$ cat config.mk
export PLATFORM = sky130hd
export DESIGN_NAME = dcca_top
export DESIGN_NICKNAME = d
export VERILOG_FILES = /design/src/core/dcca_pkg.sv /design/src/core/dcca_top.sv
export SDC_FILE = /design/constraint.sdc
export NUM_CORES = 2
export LEC_CHECK = 0
export ABC_AREA = 0
export BUFFER_PORTS_ARGS = -buffer_cell sky130_fd_sc_hd__buf_2
export CAP_MARGIN = 20
export CORE_AREA = 2 2 514 516
export CTS_CLUSTER_SIZE = 16
export DETAILED_ROUTE_END_ITERATION = 7
export DIE_AREA = 0 0 516 518
export PLACE_DENSITY = 0.41
export SYNTH_ARGS = -nofsm -noshare
export SYNTH_HDL_FRONTEND = slang
export SYNTH_SLANG_ARGS = --single-unit
$ cat constraint.sdc
create_clock -name sys_clk -period 7.05 [get_ports sys_clk]
set_input_delay 0.705 -clock sys_clk [delete_from_list [all_inputs] [get_ports sys_clk]]
set_output_delay 0.705 -clock sys_clk [all_outputs]
set_load 0.01 [all_outputs]
$ cat src/core/dcca_pkg.sv
// Shared constants and types of the dual capture/compare array
package dcca_pkg;

  // ----------------------------------------------------------------
  // Geometry
  // ----------------------------------------------------------------
  localparam int          DCCA_NCH       = 32;
  localparam int          DCCA_NTMR      = 4;
  localparam int          DCCA_TW        = 16;
  localparam int          DCCA_PRESC_W   = 10;
  localparam logic [3:0]  DCCA_PRESC_LOG = 4'h3;      // Code 000b divides by 8

  // ----------------------------------------------------------------
  // Register byte addresses and decode masks
  // ----------------------------------------------------------------
  localparam logic [8:0]  ADDR_CH_VAL    = 9'h000;    // 32 channel value words
  localparam logic [8:0]  ADDR_CH_CFG    = 9'h080;    // 32 channel config words
  localparam logic [8:0]  MASK_CH        = 9'h07C;
  localparam logic [8:0]  ADDR_TMR_CTL   = 9'h100;    // 4 timer control words
  localparam logic [8:0]  ADDR_TMR_VAL   = 9'h110;    // 4 timer count words
  localparam logic [8:0]  ADDR_TMR_RLD   = 9'h120;    // 4 timer reload words
  localparam logic [8:0]  MASK_TMR       = 9'h00C;
  localparam logic [8:0]  ADDR_IRQ_STAT  = 9'h130;
  localparam logic [8:0]  ADDR_IRQ_CLR   = 9'h134;
  localparam logic [8:0]  ADDR_IRQ_EN    = 9'h138;

  // ----------------------------------------------------------------
  // Reset values and timer maximum
  // ----------------------------------------------------------------
  localparam logic [15:0] TMR_RST        = 16'h0000;
  localparam logic [15:0] TMR_MAX        = 16'hFFFF;
  localparam logic [31:0] WORD_RST       = 32'h0000_0000;

  // ----------------------------------------------------------------
  // Types
  // ----------------------------------------------------------------
  typedef enum logic [2:0] {CC_OFF, CC_CAPT, CC_CMP0, CC_CMP1, CC_CMP2, CC_CMP3, CC_DBL} dcca_mode_t;
  typedef enum logic [1:0] {SRC_PRESC, SRC_GPT, SRC_PIN} dcca_src_t;

  typedef struct packed {
    logic       run;
    dcca_src_t  src;
    logic [2:0] isel;
  } dcca_tctl_t;

  typedef struct packed {
    logic [1:0] edge_sel;                             // Bit0 rising, bit1 falling
    logic       alloc;                                // 0 first timer, 1 second timer
    dcca_mode_t mode;
  } dcca_ccfg_t;

  typedef struct packed {
    logic [8:0]  addr;
    logic [31:0] wdata;
    logic        we;
    logic        re;
  } dcca_bus_t;

  localparam dcca_tctl_t TCTL_RST = '{run: 1'b0, src: SRC_PRESC, isel: 3'h0};
  localparam dcca_ccfg_t CCFG_RST = '{edge_sel: 2'h0, alloc: 1'b0, mode: CC_OFF};

endpackage

$ cat src/core/dcca_top.sv
// Dual capture/compare array: timers, channels, register port and interrupt
//
// The register addresses and the address-and-strobe port were chosen for this implementation.
`timescale 1ns/1ns

module dcca_top
  import dcca_pkg::*;
#(
  parameter int NCH = DCCA_NCH
)(
  // Clock and reset
  input  wire logic              sys_clk,
  input  wire logic              rst,
  // Register port
  input  wire dcca_bus_t         bus,
  output logic [31:0]            rdata,
  // External timer sources
  input  wire logic              gpt_ovf,
  input  wire logic [1:0]        count_pin,
  // Channel pins
  input  wire logic [NCH-1:0]    pin_in,
  output logic [NCH-1:0]         pin_out,
  output logic [NCH-1:0]         pin_oe_n,
  // Interrupt
  output logic                   irq
);

  // ----------------------------------------------------------------
  // Helpers
  // ----------------------------------------------------------------
  // Prescaler tick: low (3+sel) bits of the free counter all ones
  function automatic logic presc_tick(input logic [9:0] c, input logic [2:0] s);
    return &(c | (10'h3FF << (4'(s) + DCCA_PRESC_LOG)));
  endfunction

  // Address falls inside a masked register window
  function automatic logic in_win(input logic [8:0] a, input logic [8:0] base, input logic [8:0] msk);
    return (a & ~msk) == base;
  endfunction

  // ----------------------------------------------------------------
  // State
  // ----------------------------------------------------------------
  logic [9:0]          cnt_q,  cnt_d;
  logic [1:0]          cin_q,  cin_d;
  dcca_tctl_t          tctl_q [DCCA_NTMR];
  dcca_tctl_t          tctl_d [DCCA_NTMR];
  logic [15:0]         tmr_q  [DCCA_NTMR];
  logic [15:0]         tmr_d  [DCCA_NTMR];
  logic [15:0]         rld_q  [DCCA_NTMR];
  logic [15:0]         rld_d  [DCCA_NTMR];
  logic [DCCA_NTMR-1:0] tick, ovf;
  logic [15:0]         ccv_q  [NCH];
  logic [15:0]         ccv_d  [NCH];
  dcca_ccfg_t          ccfg_q [NCH];
  dcca_ccfg_t          ccfg_d [NCH];
  logic [NCH-1:0]      pin_q, pin_d, pprev_q, pprev_d, once_q, once_d;
  logic [NCH-1:0]      stat_q, stat_d, ien_q, ien_d;
  logic [NCH-1:0]      capt, cmp, hit, evt, tog;
  logic [31:0]         rd_q, rd_d;

  // ----------------------------------------------------------------
  // Time-base timers
  // ----------------------------------------------------------------
  // Tick select, count, overflow reload, software access
  always_comb
  begin
    cnt_d = cnt_q + 10'h001;
    cin_d = count_pin;
    for (int k = 0; k < DCCA_NTMR; k++)
    begin
      tctl_d[k] = tctl_q[k];
      rld_d[k]  = rld_q[k];
      unique case (tctl_q[k].src)
        SRC_PRESC: tick[k] = presc_tick(cnt_q, tctl_q[k].isel);
        SRC_GPT:   tick[k] = gpt_ovf;
        SRC_PIN:   tick[k] = (k % 2 == 0) && count_pin[k/2] && !cin_q[k/2];
        default:   tick[k] = 1'b0;
      endcase
      tick[k] = tick[k] & tctl_q[k].run;
      ovf[k]  = tick[k] && (tmr_q[k] == TMR_MAX);
      tmr_d[k] = !tick[k] ? tmr_q[k] : (ovf[k] ? rld_q[k] : tmr_q[k] + 16'h0001);
      if (bus.we && in_win(bus.addr, ADDR_TMR_CTL, MASK_TMR) && bus.addr[3:2] == 2'(k))
        tctl_d[k] = dcca_tctl_t'(bus.wdata[5:0]);
      if (bus.we && in_win(bus.addr, ADDR_TMR_VAL, MASK_TMR) && bus.addr[3:2] == 2'(k))
        tmr_d[k] = bus.wdata[15:0];
      if (bus.we && in_win(bus.addr, ADDR_TMR_RLD, MASK_TMR) && bus.addr[3:2] == 2'(k))
        rld_d[k] = bus.wdata[15:0];
    end
  end

  // Timer registers
  always_ff @(posedge sys_clk)
  begin
    if (rst)
    begin
      cnt_q <= '0;
      cin_q <= '0;
      for (int k = 0; k < DCCA_NTMR; k++)
      begin
        tctl_q[k] <= TCTL_RST;
        tmr_q[k]  <= TMR_RST;
        rld_q[k]  <= TMR_RST;
      end
    end
    else
    begin
      cnt_q <= cnt_d;
      cin_q <= cin_d;
      tctl_q <= tctl_d;
      tmr_q  <= tmr_d;
      rld_q  <= rld_d;
    end
  end

  // ----------------------------------------------------------------
  // Channels
  // ----------------------------------------------------------------
  // Capture, compare, pin actions and interrupt status
  always_comb
  begin
    logic [1:0] k;
    logic [4:0] tgt;
    k        = 2'h0;
    tgt      = 5'h00;
    pprev_d  = pin_in;
    once_d   = once_q;
    pin_d    = pin_q;
    tog      = '0;
    for (int i = 0; i < NCH; i++)
    begin
      k = {i[4], ccfg_q[i].alloc};
      ccfg_d[i] = ccfg_q[i];
      ccv_d[i]  = ccv_q[i];
      capt[i] = (ccfg_q[i].mode == CC_CAPT) &&
                ((ccfg_q[i].edge_sel[0] && pin_in[i] && !pprev_q[i]) ||
                 (ccfg_q[i].edge_sel[1] && !pin_in[i] && pprev_q[i]));
      cmp[i]  = (ccfg_q[i].mode >= CC_CMP0) && tick[k] && (tmr_d[k] == ccv_q[i]);
      // Overflow re-arms, so a match in the overflow cycle opens the new period
      hit[i]  = cmp[i] && (ccfg_q[i].mode inside {CC_CMP2, CC_CMP3}) && (!once_q[i] || ovf[k]);
      once_d[i] = (ovf[k] ? 1'b0 : once_q[i]) | hit[i];
      evt[i]  = capt[i] | hit[i] |
                (cmp[i] && (ccfg_q[i].mode inside {CC_CMP0, CC_CMP1, CC_DBL}));
      if (bus.we && in_win(bus.addr, ADDR_CH_CFG, MASK_CH) && bus.addr[6:2] == 5'(i))
        ccfg_d[i] = dcca_ccfg_t'(bus.wdata[5:0]);
      if (capt[i])
        ccv_d[i] = tmr_q[k];
      else if (bus.we && in_win(bus.addr, ADDR_CH_VAL, MASK_CH) && bus.addr[6:2] == 5'(i))
        ccv_d[i] = bus.wdata[15:0];
      // Double mode pairs channel n and n+8 on the lower pin
      tgt = (ccfg_q[i].mode == CC_DBL) ? {i[4], 1'b0, i[2:0]} : 5'(i);
      if (cmp[i] && (ccfg_q[i].mode inside {CC_CMP1, CC_DBL}))
        tog[tgt] = ~tog[tgt];
    end
    for (int i = 0; i < NCH; i++)
    begin
      k = {i[4], ccfg_q[i].alloc};
      if (ccfg_q[i].mode == CC_CMP3)
        pin_d[i] = hit[i] ? 1'b1 : (ovf[k] ? 1'b0 : pin_q[i]);
      else
        pin_d[i] = pin_q[i] ^ tog[i];
    end
    stat_d = evt;
    stat_d = stat_d | (stat_q & ~((bus.we && bus.addr == ADDR_IRQ_CLR) ? bus.wdata : '0));
    ien_d  = (bus.we && bus.addr == ADDR_IRQ_EN) ? bus.wdata : ien_q;
  end

  // Channel registers
  always_ff @(posedge sys_clk)
  begin
    if (rst)
    begin
      for (int i = 0; i < NCH; i++)
      begin
        ccv_q[i]  <= TMR_RST;
        ccfg_q[i] <= CCFG_RST;
      end
      pin_q   <= '0;
      pprev_q <= '0;
      once_q  <= '0;
      stat_q  <= '0;
      ien_q   <= '0;
    end
    else
    begin
      ccv_q   <= ccv_d;
      ccfg_q  <= ccfg_d;
      pin_q   <= pin_d;
      pprev_q <= pprev_d;
      once_q  <= once_d;
      stat_q  <= stat_d;
      ien_q   <= ien_d;
    end
  end

  // Pin drive: compare modes 1, 3 and lower double partner
  always_comb
  begin
    for (int i = 0; i < NCH; i++)
      pin_oe_n[i] = !((ccfg_q[i].mode inside {CC_CMP1, CC_CMP3}) ||
                      (ccfg_q[i].mode == CC_DBL && !i[3]));
  end

  assign pin_out = pin_q;
  assign irq     = |(stat_q & ien_q);

  // ----------------------------------------------------------------
  // Register read port
  // ----------------------------------------------------------------
  // Read data decode, answered one cycle after the strobe
  always_comb
  begin
    rd_d = WORD_RST;
    if (bus.re)
    begin
      if (in_win(bus.addr, ADDR_CH_VAL, MASK_CH))
        rd_d = {16'h0000, ccv_q[bus.addr[6:2]]};
      else if (in_win(bus.addr, ADDR_CH_CFG, MASK_CH))
        rd_d = {26'h0000000, ccfg_q[bus.addr[6:2]]};
      else if (in_win(bus.addr, ADDR_TMR_CTL, MASK_TMR))
        rd_d = {26'h0000000, tctl_q[bus.addr[3:2]]};
      else if (in_win(bus.addr, ADDR_TMR_VAL, MASK_TMR))
        rd_d = {16'h0000, tmr_q[bus.addr[3:2]]};
      else if (in_win(bus.addr, ADDR_TMR_RLD, MASK_TMR))
        rd_d = {16'h0000, rld_q[bus.addr[3:2]]};
      else if (bus.addr == ADDR_IRQ_STAT)
        rd_d = stat_q;
      else if (bus.addr == ADDR_IRQ_EN)
        rd_d = ien_q;
    end
  end

  // Read data register
  always_ff @(posedge sys_clk)
  begin
    if (rst)
      rd_q <= WORD_RST;
    else
      rd_q <= rd_d;
  end

  assign rdata = rd_q;

  // Timer seen by capture channel 20 of unit b
  logic [15:0] cap_tv;
  assign cap_tv = tmr_q[{1'b1, ccfg_q[20].alloc}];
endmodule // dcca_top

# Word-level counts from Yosys, hierarchy flattened
# Index checks and enable logic that the tools add are counted.
# word_totals
word_cells	2364
register_bits	1060
output_inout_bits	97
inputBits	80
# classes
add_sub_neg	9
n_eq_ne	307
n_mux	679
reduce_logical	841
n_shift	4
bitwise_logic	206
magnitude_cmp	130
# op_table
operator	count
$mux W16	215
$bmux W16 S2	66
$mux W32	19
$bwmux W32	16
$eq A16 B16 Y1	32
$logic_and A1 B1 Y1	457
$mux W1	289
$eq A3 B3 Y1 const B	96
$reduce_bool A2 Y1	128
$eq A3 B2 Y1 const B	64
$logic_not A1 Y1	130
$ge A3 B3 Y1 const B	33
$eq A3 B1 Y1 const B	32
$ge A3 B2 Y1 const B	32
$or A1 B1 Y1	96
$reduce_bool A3 Y1	32
$ne A3 B2 Y1 const B	31
$bmux W1 S5	16
$bmux W16 S5	1
$demux W1 S5	16
$eq A5 B5 Y1 const B	16
$logic_or A1 B1 Y1	80
$mux W4	17
$add A16 B1 Y16 const B	4
57 further kinds	258

# Logic depth before layout (Yosys ltp)
# depth
ltp_word	115
ltp_mapped	20
depth_no_buf	16

# Least setup slack after synthesis
# Ideal clock, no wire load.
# synth_timing
path_type	input port to flip-flop
start	input port bus[35] (netlist name)
end	register pin_q[16] (netlist: pin_out[16])
n_path_buf	1
t_arrival_ps	4830
setup_ps	86
stages	14
t_required_ps	6964
path_slack_ps	2133
path_cell_list	or4b_1 buf_2 nor3_4 nor2_2 a32o_1 or3_1 and3_1 or4b_1 or4_1 or4_4 or4_1 xor2_1 a21o_1 a221oi_2
# synth_between
elab_chain_cells	109
elab_cells_between_ends	312
classes_between	34 x eq/ne; 182 x mux; 25 x bitwise; 71 x reduce/logical
# synth_lines
element	line_no	rtl
from (decl)	dcca_top.sv:15	input wire dcca_bus_t bus,
$eq A7 B7 Y1 *	dcca_top.sv:38	return (a & ~msk) == base;
$logic_and A1 B1 Y1 *	dcca_top.sv:85	if (bus.we && in_win(bus.addr, ADDR_TMR_VAL, MASK_TMR) && bus.addr[3:2] == 2'(k))
$logic_and A1 B1 Y1	dcca_top.sv:85	
$mux W16	dcca_top.sv:85	
$bmux W16 S2	dcca_top.sv:138	cmp[i] = (ccfg_q[i].mode >= CC_CMP0) && tick[k] && (tmr_d[k] == ccv_q[i]);
$mux W16 (not written as such) (2 in a row)	dcca_top.sv:138	
$eq A16 B16 Y1	dcca_top.sv:138	
$logic_and A1 B1 Y1	dcca_top.sv:138	
[... 92 more ...]	n/a	
$mux W32	dcca_top.sv:152	if (cmp[i] && (ccfg_q[i].mode inside {CC_CMP1, CC_DBL}))
$bmux W1 S5	dcca_top.sv:153	tog[tgt] = ~tog[tgt];
$mux W1 (not written as such)	dcca_top.sv:153	
$not A1 Y1	dcca_top.sv:153	
$bwmux W32	dcca_top.sv:153	
$mux W32	dcca_top.sv:152	
$xor A1 B1 Y1	dcca_top.sv:161	pin_d[i] = pin_q[i] ^ tog[i];
$mux W1	dcca_top.sv:158	if (ccfg_q[i].mode == CC_CMP3)
to (signal assigned)	dcca_top.sv:188	pin_q <= pin_d;
to (decl)	dcca_top.sv:57	logic [NCH-1:0] pin_q, pin_d, pprev_q, pprev_d, once_q, once_d;
# Every way passes the cells marked *; elsewhere a longest branch is shown, timed or not. The select of a mux whose other input is x is not followed.
# A chain may end at the register's enable or synchronous reset.

# Worst setup path after layout
# layout_timing
start	register tctl_q[7] (netlist name)
end	register pin_q[23] (netlist: pin_out[23])
# layout_between
elab_chain_cells	115
elab_cells_between_ends	363
classes_between	1 x add/sub; 33 x eq/ne; 1 x shift; 216 x mux; 27 x bitwise; 85 x reduce/logical
# layout_lines
element	line_no	rtl
from (decl)	dcca_top.sv:46	dcca_tctl_t tctl_q [DCCA_NTMR];
from (signal assigned)	dcca_top.sv:110	tctl_q <= tctl_d;
$add A3 B2 Y4 *	dcca_top.sv:33	return &(c | (10'h3FF << (4'(s) + DCCA_PRESC_LOG)));
$shl A10 B4 Y10 *	dcca_top.sv:33	
$or A10 B10 Y10 *	dcca_top.sv:33	
$reduce_and A10 Y1 *	dcca_top.sv:33	
$pmux W1 S3 *	dcca_top.sv:74	unique case (tctl_q[k].src)
$and A1 B1 Y1 *	dcca_top.sv:80	tick[k] = tick[k] & tctl_q[k].run;
$logic_and A1 B1 Y1	dcca_top.sv:81	ovf[k] = tick[k] && (tmr_q[k] == TMR_MAX);
$mux W16 (2 in a row)	dcca_top.sv:82	tmr_d[k] = !tick[k] ? tmr_q[k] : (ovf[k] ? rld_q[k] : tmr_q[k] + 16'h0001);
[... 98 more ...]	n/a	
$mux W32	dcca_top.sv:152	
$bmux W1 S5	dcca_top.sv:153	
$mux W1 (not written as such)	dcca_top.sv:153	
$not A1 Y1	dcca_top.sv:153	
$bwmux W32	dcca_top.sv:153	
$mux W32	dcca_top.sv:152	
$xor A1 B1 Y1	dcca_top.sv:161	
$mux W1	dcca_top.sv:158	
# Marked as above.

==> impl_metrics.csv <==
group,metric,value,unit
outcome,status,"complete, but fails checks",
outcome,violations,"DRC, slew limit",
pwr,switching_share,27.9,%
setup_path,end_kind,"flop",
timing,tns,0,ns
timing,timing.slew.headroom,-7.26,%
placed_design,portBuffers,176,
flow_run,cap_violations,0,
timing,fmax,0.147,GHz
timing,worst_pin_slew,1.61,ns
global_routing,grt_pass1_vias,76400,
cts,clk_latency,0.86,ns
yosys,netlist.top_cell.by_area,"dfxtp_1",
global_routing,grt_max_degree,155,
detailed_routing,drtIter0Drc,14000,
pwr,p_leak,28.6,nW
setup_path,crit_type,"flop to flop",
finish,fin_nets,9508,
cts,cts.htree.levels,4,
yosys,ys_types,110,
detailed_routing,wl_per_cell,41.7,µm
yosys,synth_ff_type,"dfxtp_1",
detailed_routing,via_per_inst,6.52,
global_routing,grt_use_total,39.1,%
pwr,power_density,168,nW/µm²
floorplan,ios,177,
hold_path,hold_path.startpoint,"pin_in[17]",
yosys,synth_top_area_share,27.2,%
setup_path,cpMaxStageDelayCell,"nor4bb_2",
yosys,synth_edf_count,0,
timing,finalCritPeriodShare,96.6,%
pwr,vdd_ir_drop_max,196,µV
setup_path,cp-start-kind,"flop",
cts,root_buffer,"clkbuf_16",
detailed_routing,routed_wirelength,545000,µm
yosys,synth_most_common_cell,"dfxtp_1",
floorplan,die_height,518,µm
yosys,syn_avg_cell_area,8.12,µm²
floorplan,chipWidth,516,µm
pwr,p_int,10.8,mW
finish,finalCoreUtilization,34.0,%
yosys,postSynthCellCount,9620,
yosys,yosysSeqAreaShare,27.2,%
pwr,power.switching,4.17,mW
pwr,clockPowerShare,52.6,%
detailed_routing,dr.pass1.iters,8,
finish,area_growth,13.8,%
cts,cts_hold_buf,0,
global_routing,antenna_found_initial,62,
yosys,synthTopCellsByArea,"dfxtp_1, a211oi_1, mux2i_1, mux4_2, xnor2_1",
timing,rsz0062_at_grt,"no",
detailed_routing,drc,1,
yosys,yosys-top-cells-count,"dfxtp_1, a211oi_1, clkbuf_1",
setup_path,rr_startpoint,"tctl_q[7]$_SDFFE_PP0P_",
yosys,synth.cell_area,78100,µm²
setup_path,ff2ff_path_depth,19,
yosys,async_flop_share,0,%
floorplan,start_util,29.9,%
floorplan,die-area,267000,µm²
cts,post-cts-setup-buffer-count,0,
timing,clock_skew,0.0627,ns
setup_path,arrival,7.56,ns
setup_path,cp_cell_sequence,"inv_1, ha_1, a21oi_1, o221ai_1, a31o_2, buf_4, a31o_2, nand3_1, buf_4, nand2_1, buf_4, xnor2_1, o21ai_0, a2111oi_0, nor4bb_2, buf_4, and3_1, mux2i_1, a221oi_1",
cts,cts_sinks,1060,
pwr,p_comb_share,7.1,%
hold_path,worst_hold_path.num_cells,2,
detailed_routing,dr_total_vias,85100,
setup_path,worst-path-stages,19,
hold_path,worstHoldPathType,"input pin to flop",
pwr,seq_power_share,40.4,%
placed_design,place_congestion,1.06,
detailed_routing,detail-route-antenna-nets,0,
setup_path,crit_required,7.80,ns
global_routing,grt_pass1_wl,718000,µm
placed_design,detailed_place_hpwl,398000,µm
finish,drive_gt1_share,15.9,%
yosys,ys_warn_count,0,
cts,cts_resized,0,
setup_path,path_max_fanout,17,
floorplan,coreArea,262000,µm²
setup_path,cpMostUsedCell,"buf_4",
setup_path,slowest_delay,0.93,ns
timing,hold_viol,0,
cts,clk_pin_slew,0.06,ns
timing,fin_hold_ws,0.0925,ns
timing,fin_crit,6.81,ns
setup_path,setup.worst_path.start,"tctl_q[7]$_SDFFE_PP0P_",
cts,cts_tree,"done",
yosys,synth-seq-cells,1060,
timing,setup_viol,0,
yosys,syn_nets,9717,
global_routing,grt_overflow,0,
cts,clock_path_buffers,4,
setup_path,cp_top_family,"compound AO/OA/AOI/OAI gates",
timing,drv_slew,2,
cts,cts_buffers,151,
floorplan,row_count,188,
setup_path,path_buf_inv,5,
[layer usage]
layer / GRT usage (%) / share of wire [%] / vias up
met5: 0 / 0.048 / -
met4: 15.8 / 4.8 / 38
met3: 12.9 / 12 / 1036
met2: 52.7 / 39 / 5812
met1: 56.0 / 44 / 43300
li1: - / - / 34900
[layout make-up]
type	count	area, µm²
clock inverters	48	494
fillers	27400	173000
well taps	3515	4400
inverters	133	499
flip-flops and latches	1060	21300
diodes	22	55.1
clock buffers	210	4320
multi-input cells	7367	52800
repair buffers	698	5050
[worst register-to-register path, cell delays in order (launching register included)]
cell and delay, ns:
dfxtp_1 0.45, inv_1 0.14, ha_1 0.34, a21oi_1 0.09, o221ai_1 0.81, a31o_2 0.61
buf_4 0.47, a31o_2 0.23, nand3_1 0.09, buf_4 0.21, nand2_1 0.39, buf_4 0.28
xnor2_1 0.15, o21ai_0 0.09, a2111oi_0 0.68, nor4bb_2 0.93, buf_4 0.29, and3_1 0.15
mux2i_1 0.07, a221oi_1 0.24
[kinds of logic after synthesis]
| group | synth area share (%) |
|---|---|
| buf+inv | 5.79 |
| xor+xnor | 7.22 |
| mux | 19.0 |
| simple gates | 18.8 |
| flops | 27.2 |
| compound gates | 21.8 |
| fa+ha+maj | 0.272 |
[per-stage QoR]
step	instances	instance area [µm²]	power (mW)	setup WS (ns)
after global placement	12800	84000	7.17	0.630
final	13100	88900	14.9	0.240
after detailed placement	12800	84000	7.17	0.656
after global routing	13000	88900	15.2	0.230
after CTS	13000	88800	15.0	0.716
after floorplan	9620	78100	6.64	2.13
[state kept, by name, indices dropped and copies added, names as in the netlist]
register and count:
ccfg_q 192, tmr_q 64, rdata 32, pin_out 32, stat_q 32, once_q 32, cnt_q 10, pprev_q 32
ien_q 32, ccv_q 512, cin_q 2, tctl_q 24, rld_q 64
[path summary, 6_finish.rpt]
path / endpoint / slack (ns)
hold reg to reg: once_q[23]$_SDFF_PP0_ / 0.46
setup / recovery: pin_out[23]$_SDFFE_PP0P_ / 0.24
hold / removal: pprev_q[17]$_SDFF_PP0_ / 0.09
setup reg to reg: pin_out[23]$_SDFFE_PP0P_ / 0.24
[power groups by stage]
stage	registers (mW)	clock network [mW]	logic, mW
2_1_floorplan	6.15	0	0.490
3_3_place_gp	6.16	0	1.01
3_5_place_dp	6.16	0	1.01
4_1_cts	6.03	7.93	1.01
5_1_grt	6.03	8.13	1.04
6_report	6.03	7.86	1.06
[cells in the final DEF (no fill, tap or decap), types with 36 or more instances in the layout]
master / instances
a31oi_1: 102
buf_2: 167
xor2_1: 216
nor3_1: 153
mux2i_1: 728
nand2_1: 804
mux2_2: 150
o21ai_0: 290
xnor2_1: 428
inv_1: 124
buf_4: 511
a221oi_1: 36
mux4_2: 258
a21oi_1: 658
dfxtp_1: 1027
a22oi_1: 55
nor2b_1: 368
nand2b_1: 40
a211oi_1: 971
nand3_1: 303
nor2_1: 787
nand4_1: 106
and2_1: 38
and3_1: 78
nor4_1: 82
clkbuf_16: 152
Power figures use the tool's default switching activity.
